--- src/common/phy_event_irq_consts.vh ---
// constants for the phy event interrupt unit
// -----------------------------------------------------------------
// Overview of operation
// (RULE1) global enable bit 1 permits event interrupts
// (RULE2) select bit 0 high: pin is interrupt
// (RULE3) select bit 0 low: pin is powerdown input
// (RULE4) interrupt drives shared pin low
// (RULE5) flags latch events, cleared by reading
// (RULE6) flags set regardless of any enable
// (RULE7) interrupt needs event enable, bits 1, 0
// (RULE8) link change sets bit 13, enable 5
// (RULE9) speed change sets bit 12, enable 4
// (RULE10) duplex change sets bit 11, enable 3
// (RULE11) autoneg complete sets bit 10, enable 2
// (RULE12) false carrier half full: bit 9, enable 1
// (RULE13) rx error half full: bit 8, enable 0
// (RULE14) bits 15:14, 7:6 read zero, ignore writes
// (RULE15) false carrier counter above 7Fh is half full
// (RULE16) rx error counter above 7FFFh is half full
// (RULE17) interrupt holds until enabled flags cleared
// -----------------------------------------------------------------
`ifndef PHY_EVENT_IRQ_CONSTS_VH
`define PHY_EVENT_IRQ_CONSTS_VH

// -----------------------------------------------------------------
// register indices, byte address is four times the index
// -----------------------------------------------------------------
`define CTRL_INDEX 6'h11
`define STAT_INDEX 6'h12

// -----------------------------------------------------------------
// control register fields
// -----------------------------------------------------------------
`define CTRL_PIN_SEL_BIT 0
`define CTRL_INT_EN_BIT 1
`define CTRL_RESET 2'h0

// -----------------------------------------------------------------
// status and enable register fields
// -----------------------------------------------------------------
`define FLAG_LSB 8
`define FLAG_MSB 13
`define EN_LSB 0
`define EN_MSB 5
`define NUM_EVENTS 6
`define EVT_RX_ERR 0
`define EVT_FALSE_CARRIER 1
`define EVT_AUTONEG 2
`define EVT_DUPLEX 3
`define EVT_SPEED 4
`define EVT_LINK 5
`define EVENT_RESET 6'h00

// -----------------------------------------------------------------
// counter half-full thresholds
// -----------------------------------------------------------------
`define FC_HALF_FULL 8'h7F
`define RE_HALF_FULL 16'h7FFF

`endif

--- src/core/phy_event_interrupt_unit.v ---
// phy event interrupt unit: event flags, enables, apb slave and pin
`include "phy_event_irq_consts.vh"

module phy_event_interrupt_unit #(
  parameter FC_W = 8,
  parameter RE_W = 16
) (
  input wire pclk,
  input wire presetn,
  input wire psel,
  input wire penable,
  input wire pwrite,
  input wire [7:0] paddr,
  input wire [31:0] pwdata,
  input wire [3:0] pstrb,
  output wire [31:0] prdata,
  output wire pready,
  output wire pslverr,
  input wire link_status,
  input wire speed_status,
  input wire duplex_status,
  input wire autoneg_complete,
  input wire [FC_W-1:0] false_carrier_counter,
  input wire [RE_W-1:0] rx_error_counter,
  input wire irq_or_powerdown_pin_in,
  output wire irq_or_powerdown_pin_out,
  output wire irq_or_powerdown_pin_oe,
  output wire powerdown_req,
  output wire irq
);

  // -----------------------------------------------------------------
  // declarations
  // -----------------------------------------------------------------
  reg [1:0] ctrl_reg;
  reg [1:0] ctrl_next;
  reg [`NUM_EVENTS-1:0] flag_reg;
  reg [`NUM_EVENTS-1:0] flag_next;
  reg [`NUM_EVENTS-1:0] enable_reg;
  reg [`NUM_EVENTS-1:0] enable_next;
  reg [31:0] prdata_reg;
  reg [31:0] prdata_next;
  reg pready_reg;
  reg pslverr_reg;
  reg pslverr_next;
  reg [`NUM_EVENTS-1:0] shown_reg;
  reg [`NUM_EVENTS-1:0] shown_next;
  reg link_prev_reg;
  reg speed_prev_reg;
  reg duplex_prev_reg;
  reg autoneg_prev_reg;
  reg fc_half_prev_reg;
  reg re_half_prev_reg;
  reg primed_reg;
  reg pin_meta_reg;
  reg pin_sync_reg;
  reg irq_reg;
  reg pin_drive_low_reg;
  reg pin_oe_reg;
  reg powerdown_reg;

  wire setup_phase;
  wire access_done;
  wire wr_done;
  wire rd_done;
  wire hit_ctrl;
  wire hit_stat;
  wire mapped;
  wire fc_half;
  wire re_half;
  wire [`NUM_EVENTS-1:0] events;
  wire [`NUM_EVENTS-1:0] w1c_mask;
  wire [`NUM_EVENTS-1:0] read_mask;
  wire irq_next;
  wire [`NUM_EVENTS-1:0] clear_mask;
  wire [`NUM_EVENTS-1:0] pending;
  wire pin_irq_next;

  // -----------------------------------------------------------------
  // helpers
  // -----------------------------------------------------------------
  // a change of a level status; needs one sample first so reset
  // release does not look like an event
  function change_seen;
    input now_val;
    input prev_val;
    input primed;
    begin
      change_seen = primed & (now_val ^ prev_val);
    end
  endfunction

  // a rise of a level condition
  function rise_seen;
    input now_val;
    input prev_val;
    input primed;
    begin
      rise_seen = primed & now_val & ~prev_val;
    end
  endfunction

  // address match on a word index; the low address bits must be zero
  // since each register takes one aligned word
  function addr_hit;
    input [7:0] addr;
    input [5:0] index;
    begin
      addr_hit = (addr[7:2] == index) & (addr[1:0] == 2'h0);
    end
  endfunction

  // read image of the status register; reserved bits stay zero
  function [31:0] status_word;
    input [`NUM_EVENTS-1:0] flags;
    input [`NUM_EVENTS-1:0] enables;
    begin
      status_word = 32'h0000_0000;
      status_word[`FLAG_MSB:`FLAG_LSB] = flags;
      status_word[`EN_MSB:`EN_LSB] = enables;
    end
  endfunction

  // read image of the control register
  function [31:0] ctrl_word;
    input [1:0] ctrl;
    begin
      ctrl_word = 32'h0000_0000;
      ctrl_word[`CTRL_INT_EN_BIT:`CTRL_PIN_SEL_BIT] = ctrl;
    end
  endfunction

  // one flag: hold unless cleared, and a new event always wins
  function flag_bit;
    input old_val;
    input clr;
    input set;
    begin
      flag_bit = (old_val & ~clr) | set;
    end
  endfunction

  // -----------------------------------------------------------------
  // apb decode
  // -----------------------------------------------------------------
  // read data is registered during the setup cycle, so there is no wait
  // state and every transfer takes exactly one access cycle
  assign setup_phase = psel & ~penable;
  assign access_done = psel & penable & pready_reg;
  assign hit_ctrl = addr_hit(paddr, `CTRL_INDEX);
  assign hit_stat = addr_hit(paddr, `STAT_INDEX);
  assign mapped = hit_ctrl | hit_stat;
  assign wr_done = access_done & pwrite & mapped;
  assign rd_done = access_done & ~pwrite & hit_stat;

  // -----------------------------------------------------------------
  // apb outputs
  // -----------------------------------------------------------------
  assign prdata = prdata_reg;
  assign pready = pready_reg;
  assign pslverr = pslverr_reg;

  // -----------------------------------------------------------------
  // event detection
  // -----------------------------------------------------------------
  assign fc_half = false_carrier_counter > `FC_HALF_FULL; // [RULE15]
  assign re_half = rx_error_counter > `RE_HALF_FULL; // [RULE16]

  assign events[`EVT_LINK] =
    change_seen(link_status, link_prev_reg, primed_reg); // [RULE8]
  assign events[`EVT_SPEED] =
    change_seen(speed_status, speed_prev_reg, primed_reg); // [RULE9]
  assign events[`EVT_DUPLEX] =
    change_seen(duplex_status, duplex_prev_reg, primed_reg); // [RULE10]
  assign events[`EVT_AUTONEG] =
    rise_seen(autoneg_complete, autoneg_prev_reg, primed_reg); // [RULE11]
  assign events[`EVT_FALSE_CARRIER] =
    rise_seen(fc_half, fc_half_prev_reg, primed_reg); // [RULE12]
  assign events[`EVT_RX_ERR] =
    rise_seen(re_half, re_half_prev_reg, primed_reg); // [RULE13]

  always @(posedge pclk or negedge presetn) begin
    if (!presetn) begin
      link_prev_reg <= 1'b0;
      speed_prev_reg <= 1'b0;
      duplex_prev_reg <= 1'b0;
      autoneg_prev_reg <= 1'b0;
      fc_half_prev_reg <= 1'b0;
      re_half_prev_reg <= 1'b0;
      primed_reg <= 1'b0;
    end else begin
      link_prev_reg <= link_status;
      speed_prev_reg <= speed_status;
      duplex_prev_reg <= duplex_status;
      autoneg_prev_reg <= autoneg_complete;
      fc_half_prev_reg <= fc_half;
      re_half_prev_reg <= re_half;
      primed_reg <= 1'b1;
    end
  end

  // -----------------------------------------------------------------
  // flag clearing
  // -----------------------------------------------------------------
  // a read clears only the flags it actually returned, so an event
  // landing between setup and access is kept for the next read
  assign read_mask = rd_done ? shown_reg : {`NUM_EVENTS{1'b0}}; // [RULE5]
  assign w1c_mask = (wr_done & hit_stat & pstrb[1]) ?
    pwdata[`FLAG_MSB:`FLAG_LSB] : {`NUM_EVENTS{1'b0}};

  // -----------------------------------------------------------------
  // next-state logic for registers
  // -----------------------------------------------------------------
  always @* begin
    ctrl_next = ctrl_reg;
    enable_next = enable_reg;
    if (wr_done && hit_ctrl && pstrb[0]) begin
      ctrl_next = pwdata[1:0];
    end
    if (wr_done && hit_stat && pstrb[0]) begin
      enable_next = pwdata[`EN_MSB:`EN_LSB]; // [RULE14]
    end
  end

  // -----------------------------------------------------------------
  // status flags
  // -----------------------------------------------------------------
  // set beats clear, and no enable gates the setting
  assign clear_mask = read_mask | w1c_mask;

  always @* begin
    flag_next[`EVT_LINK] = flag_bit(flag_reg[`EVT_LINK],
      clear_mask[`EVT_LINK], events[`EVT_LINK]); // [RULE6]
    flag_next[`EVT_SPEED] = flag_bit(flag_reg[`EVT_SPEED],
      clear_mask[`EVT_SPEED], events[`EVT_SPEED]); // [RULE6]
    flag_next[`EVT_DUPLEX] = flag_bit(flag_reg[`EVT_DUPLEX],
      clear_mask[`EVT_DUPLEX], events[`EVT_DUPLEX]); // [RULE6]
    flag_next[`EVT_AUTONEG] = flag_bit(flag_reg[`EVT_AUTONEG],
      clear_mask[`EVT_AUTONEG], events[`EVT_AUTONEG]); // [RULE6]
    flag_next[`EVT_FALSE_CARRIER] = flag_bit(flag_reg[`EVT_FALSE_CARRIER],
      clear_mask[`EVT_FALSE_CARRIER], events[`EVT_FALSE_CARRIER]); // [RULE6]
    flag_next[`EVT_RX_ERR] = flag_bit(flag_reg[`EVT_RX_ERR],
      clear_mask[`EVT_RX_ERR], events[`EVT_RX_ERR]); // [RULE6]
  end

  // -----------------------------------------------------------------
  // read data
  // -----------------------------------------------------------------
  always @* begin
    prdata_next = prdata_reg;
    pslverr_next = 1'b0;
    shown_next = shown_reg;
    if (setup_phase) begin
      prdata_next = 32'h0000_0000;
      shown_next = {`NUM_EVENTS{1'b0}};
      pslverr_next = ~mapped;
      if (hit_ctrl) begin
        prdata_next = ctrl_word(ctrl_reg);
      end
      if (hit_stat) begin
        // bits 15:14 and 7:6 stay zero
        prdata_next = status_word(flag_reg, enable_reg); // [RULE14]
        shown_next = flag_reg;
      end
      if (pwrite) begin
        prdata_next = 32'h0000_0000;
        shown_next = {`NUM_EVENTS{1'b0}};
      end
    end
  end

  always @(posedge pclk or negedge presetn) begin
    if (!presetn) begin
      ctrl_reg <= `CTRL_RESET;
      enable_reg <= `EVENT_RESET;
      flag_reg <= `EVENT_RESET;
      prdata_reg <= 32'h0000_0000;
      pready_reg <= 1'b0;
      pslverr_reg <= 1'b0;
      shown_reg <= `EVENT_RESET;
    end else begin
      ctrl_reg <= ctrl_next;
      enable_reg <= enable_next;
      flag_reg <= flag_next;
      prdata_reg <= prdata_next;
      pready_reg <= setup_phase;
      pslverr_reg <= pslverr_next;
      shown_reg <= shown_next;
    end
  end

  // -----------------------------------------------------------------
  // interrupt generation
  // -----------------------------------------------------------------
  // level stays up while the global enable is set and any enabled flag is pending
  assign pending = flag_reg & enable_reg;
  assign irq_next = ctrl_reg[`CTRL_INT_EN_BIT] & (|pending); // [RULE1] [RULE7] [RULE17]

  always @(posedge pclk or negedge presetn) begin
    if (!presetn) begin
      irq_reg <= 1'b0;
    end else begin
      irq_reg <= irq_next;
    end
  end

  assign irq = irq_reg;

  // -----------------------------------------------------------------
  // shared pin output
  // -----------------------------------------------------------------
  // the pin only shows the interrupt in output mode; in input mode it
  // must stay undriven or the host could not request powerdown
  assign pin_irq_next = irq_next & ctrl_reg[`CTRL_PIN_SEL_BIT]; // [RULE7]

  always @(posedge pclk or negedge presetn) begin
    if (!presetn) begin
      pin_drive_low_reg <= 1'b0;
      pin_oe_reg <= 1'b0;
    end else begin
      pin_oe_reg <= ctrl_reg[`CTRL_PIN_SEL_BIT]; // [RULE2] [RULE3]
      pin_drive_low_reg <= pin_irq_next;
    end
  end

  // active low: driven low while interrupting in output mode, else high
  assign irq_or_powerdown_pin_out = ~pin_drive_low_reg; // [RULE4]
  assign irq_or_powerdown_pin_oe = pin_oe_reg;

  // -----------------------------------------------------------------
  // powerdown input
  // -----------------------------------------------------------------
  // the pin is asynchronous, so two flops before anything reads it
  always @(posedge pclk or negedge presetn) begin
    if (!presetn) begin
      pin_meta_reg <= 1'b1;
      pin_sync_reg <= 1'b1;
      powerdown_reg <= 1'b0;
    end else begin
      pin_meta_reg <= irq_or_powerdown_pin_in;
      pin_sync_reg <= pin_meta_reg;
      powerdown_reg <= ~ctrl_reg[`CTRL_PIN_SEL_BIT] & ~pin_sync_reg; // [RULE3]
    end
  end

  assign powerdown_req = powerdown_reg;

endmodule

--- config.mk ---
export PLATFORM = sky130hd
export DESIGN_NAME = phy_event_interrupt_unit
export DESIGN_NICKNAME = d
export VERILOG_FILES = /design/src/core/phy_event_interrupt_unit.v
export VERILOG_INCLUDE_DIRS = /design/src /design/src/common
export SDC_FILE = /design/constraint.sdc
export NUM_CORES = 1
export LEC_CHECK = 0
export BUFFER_PORTS_ARGS = -buffer_cell sky130_fd_sc_hd__buf_4
export CORE_UTILIZATION = 24
export DETAILED_ROUTE_END_ITERATION = 16
export PLACE_DENSITY = 0.51
export SYNTH_ARGS = -nofsm -noshare
export SYNTH_HDL_FRONTEND = slang
export SYNTH_SLANG_ARGS = --single-unit
--- constraint.sdc ---
create_clock -name pclk -period 1.6 [get_ports pclk]
set_clock_uncertainty 0.2 [all_clocks]
set_input_delay 0.08 -clock pclk [delete_from_list [all_inputs] [get_ports pclk]]
set_output_delay 0.08 -clock pclk [all_outputs]
set_load 0.01 [all_outputs]
-- Word-level counts from Yosys, hierarchy flattened
Index checks and enable logic that the tools add are counted.
Widths: inputs -> output; s select.
- input port bits: 78
- register bits after elaboration: 67
- word-level logic and storage cells: 94
- output and inout bits: 38
- bitwise logic cells: 56
- multiplexer cells: 8
- equal/unequal tests: 2
- $lt $le $gt $ge: 2
- reductions and logical operators: 6
- operator list (cell ; number):
    $mux 32 ; 2
    $and 1x1->1 ; 29
    $mux 6 ; 4
    $gt 16x15->1 const B ; 1
    $not 1->1 ; 15
    $eq 6x5->1 const B ; 2
    $gt 8x7->1 const B ; 1
    $or 1x1->1 ; 7
    $and 6x6->6 ; 1
    $or 6x6->6 ; 1
    $reduce_or 6->1 ; 1
    $logic_and 1x1->1 ; 4
    $xor 1x1->1 ; 3
    $logic_not 2->1 ; 1
    $mux 2 ; 1
    $mux 1 ; 1

-- Longest topological paths before layout
- depth in word-level cells: 11
- gate-level depth with buffers: 5
- depth with buffers taken out: 4

-- Worst setup path after synthesis
OpenSTA, ideal clock, no wires.
- path kind: input-to-reg
- start: in paddr[5]
- end: reg enable_reg[0]
- library setup time: 0.125 ns
- arrival time: 1.538 ns
- cell stages on the path: 4
- path slack: -0.263 ns
- cell sequence: or4b_4 nor3_2 nor4b_4 mux2_2
- longest elaborated chain between the ends: 6
- elaborated cells on any way between the ends: 8
- RTL lines (what ; line ; RTL):
    start, declared ; phy_event_interrupt_unit.v:13 ; input wire [7:0] paddr,
    $eq 6x5->1 ; phy_event_interrupt_unit.v:109 ; addr_hit = (addr[7:2] == index) & (addr[1:0] == 2'h0);
    $and 1x1->1 ; phy_event_interrupt_unit.v:109 ;
    $or 1x1->1 ; phy_event_interrupt_unit.v:152 ; assign mapped = hit_ctrl | hit_stat;
    $and 1x1->1 ; phy_event_interrupt_unit.v:153 ; assign wr_done = access_done & pwrite & mapped;
    $logic_and 1x1->1 (*) (2 in a row) ; phy_event_interrupt_unit.v:220 ; if (wr_done && hit_stat && pstrb[0]) begin
    end signal, assigned ; phy_event_interrupt_unit.v:275 ; enable_reg <= `EVENT_RESET;
    end signal, assigned ; phy_event_interrupt_unit.v:283 ; enable_reg <= enable_next;
    end, declared ; phy_event_interrupt_unit.v:39 ; reg [`NUM_EVENTS-1:0] enable_reg;
Mark *: on every way between the ends. The rest lies on a longest branch, timed or not.
A chain may end at the register's enable or synchronous reset.

-- Worst setup path after layout
- start: in paddr[7]
- end: reg enable_reg[5]
The elaborated chain is that of the path after synthesis.

==> flow_summary.toml <==
[hold_path]
min_from = "paddr[2]"
holdPathEnd = "pslverr"
hold_depth = 4
hp-class = "in -> reg"

[timing]
finalSetupViolCount = 9
max_freq_ghz = 0.6150
worst_slew_pin_slew_ns = 0.5110
max_slew_margin_pct = 65.93
rsz0062_at_grt = "true"
fin_hold_ws_ns = 0.03831
finalHoldViolations = 0
timing.final.ws_setup_ns = -0.02609
fin_crit_sh_pct = 101.6
drv_slew = 0
fin_crit_ns = 1.626

[setup_path]
r2r_start = "pready"
end_kind = "flop"
worstPathRequired_ns = 1.57
crit_slowest_cell = "or4b_4"
cp_cell_sequence = "buf_6 -> or4b_4 -> nor3_4 -> nor4b_4 -> buf_6 -> mux2_4"
cp_common_cell = "buf_6"
r2r-end = "flag_reg[5]"
path_max_fanout = 6
cp_data_arrival_time_ns = 1.60
cp_slowest_stage_delay_ns = 0.58
worst-path-buf-inv = 2
worstSetupStartpointType = "input port"
path_class = "in -> reg"
critPathTopFamily = "simple AND/OR/NAND/NOR gates"
r2r_slack_ns = 0.02
r2r_cells = 5

[global_routing]
met3_usage_pct = 3.078
grt_use_met2_pct = 18.46
use_met1_pct = 13.57
grt_antenna_before_repair = 0
grt_usage_pct = 10.92
grt.overflow.total = 0
grt_pass1_wl_mm = 6.389
grt_pass1_vias = 1328
gr-max-usage-layer = "met2"
grt_max_degree = 42

[cts]
cts_max_path_buffers = 2
cts_htree_levels = 2
clk_pin_slew_ns = 0.08
cts_tree = "done"
clk_root_buffer_cell = "clkbuf_8"
postCtsSetupBuffers = 0
cts_made_buffers = 5
clkLatencyLatePin_ns = 0.28
cts.sinks = 41

[detailed_routing]
dr.pass1.iters = 4
drc = 0
drt_iter0_drc = 72
avgViaCountPerCell = 3.963
ant_nets = 0
vias = 1296
routed_wl_mm = 3.980
wl_per_cell_um = 12.17

[yosys]
synth_warnings = 0
synth_top_flop_cell = "dfrtp_1"
synth-edff-count = 0
synth-seq-cells = 41
synth.distinct_cells = 32
synthArstFlopShare_pct = 100.0
synth_area_mm2 = 0.001794
syn_inst = 145
syn_avg_cell_area_um2 = 12.37
yosysSeqAreaShare_pct = 57.32

[layout]
areaGrowthSynthToFinish_pct = 46.58
nFillCells = 741
final_cell_mix = "buf_4 (56), dfrtp_1 (39), conb_1 (21)"
diodes = 0
regArea_mm2 = 0.001028
final_common_cell = "buf_4"
final_area_mm2 = 0.002630
multiInputGateArea_um2 = 690.7
nNetsFinal = 305
largest_reg_flops = 7
drive_gt1_share_pct = 38.16

[place]
gp_congestion = 0.6951
place.detailed.hpwl_mm = 2.878
placed_area_mm2 = 0.002295
port_buffers = 51

[floorplanning]
fp-row-count = 31
core_mm2 = 0.007253
die_height_um = 88.47
die_area_mm2 = 0.007826
die_w_um = 88.47
ioPinCount = 116
initial_core_util_pct = 24.74

[status]
violations = "setup timing"
status = "complete, but fails checks"

[pwr]
power_per_cell_area_mw_per_mm2 = 727.7
p_leak_nw = 1.251
ir_worst_vdd_mv = 0.3579

[flow_run]
maxCapViolations = 0
## report_power, final
part | switching [mW] | internal [mW]
logic | 0.0976 | 0.110
registers | 0.00827 | 1.05
clock network | 0.342 | 0.302
## cells by family (layout without fill, tap and decap cells)
group	after synthesis	count (layout)	synth area share, %
xor gates and xnor gates	3	3	1.465
AOI/OAI and AO/OA	28	28	12.76
other	2	21	0.4186
DFF	41	41	57.32
and+or+nand+nor	31	31	12.13
muxes	8	8	5.021
buffers and inverters	32	96	10.88
## worst max-delay path by stage
stage / end / cells past startpoint / startpoint
floorplan: enable_reg[0] / 4 / paddr[5]
CTS: enable_reg[1] / 6 / paddr[7]
finish: enable_reg[5] / 6 / paddr[7]
global route: flag_reg[5] / 5 / pready
detailed placement: enable_reg[1] / 6 / paddr[5]
global placement: enable_reg[5] / 6 / paddr[5]
## worst register-to-register path: cells and delay by family (launching register included)
kind	cells	cell delay [ns]
buffers and inverters	1	0.21
DFF	1	0.39
and+or+nand+nor	3	0.44
AOI/OAI and AO/OA	1	0.24
## area by class of cell
cell class / instances / share of cell area, %
Multi-Input combinational cell: 91 / 26.26
Inverter: 8 / 1.142
Sequential cell: 41 / 39.11
Timing Repair Buffer: 80 / 25.64
Clock buffer: 6 / 2.759
Tap cell: 99 / 4.710
Clock inverter: 2 / 0.3806
## routing by layer
layer | wire length [um] | up-vias
li1 | - | 631
met1 | 1824 | 624
met2 | 1942 | 39
met3 | 195 | 2
met4 | 17 | 0
met5 | 0 | -
## cells in the mapped netlist (2+ instances only)
cell / instances / area share, %
xor2_1: 3 / 1.5
clkbuf_1: 4 / 0.84
nor2b_1: 2 / 0.70
dfrtp_1: 39 / 54
a22o_1: 10 / 4.9
a32o_1: 3 / 1.7
or2_2: 2 / 0.70
nor2_1: 3 / 0.63
conb_1: 2 / 0.42
o21ai_1: 2 / 0.56
nor4_2: 2 / 1.4
a221o_1: 3 / 1.7
nand2b_1: 2 / 0.70
buf_4: 20 / 8.4
o31ai_1: 2 / 0.84
dfstp_2: 2 / 2.9
a22oi_1: 5 / 2.1
inv_1: 8 / 1.7
nand2_1: 11 / 2.3
mux2_2: 8 / 5.0
## stage by stage
| step | cells | setup WS, ns | util (%) | setup TNS [ns] | total power [mW] |
|---|---|---|---|---|---|
| after floorplan | 164 | -0.2632 | - | -3.417 | 1.174 |
| after global placement | 299 | -0.3876 | 31.64 | -7.017 | 1.248 |
| after detailed placement | 299 | -0.4284 | 31.64 | -7.434 | 1.249 |
| after CTS | 327 | -0.01949 | 36.21 | -0.1014 | 1.948 |
| after global routing | 327 | -0.07352 | 36.26 | -0.5972 | 2.028 |
| final | 327 | -0.02609 | 36.26 | -0.2025 | 1.914 |
## timing repair
action / 4_1_cts / 5_1_grt
endpoints found under the hold margin: 62 / 0
setup endpoints to repair: 11 / 10
pin swaps: 3 / 0
gates resized for setup: 11 / 1
hold buffers: 20 / 0
Power figures use the tool's default switching activity.
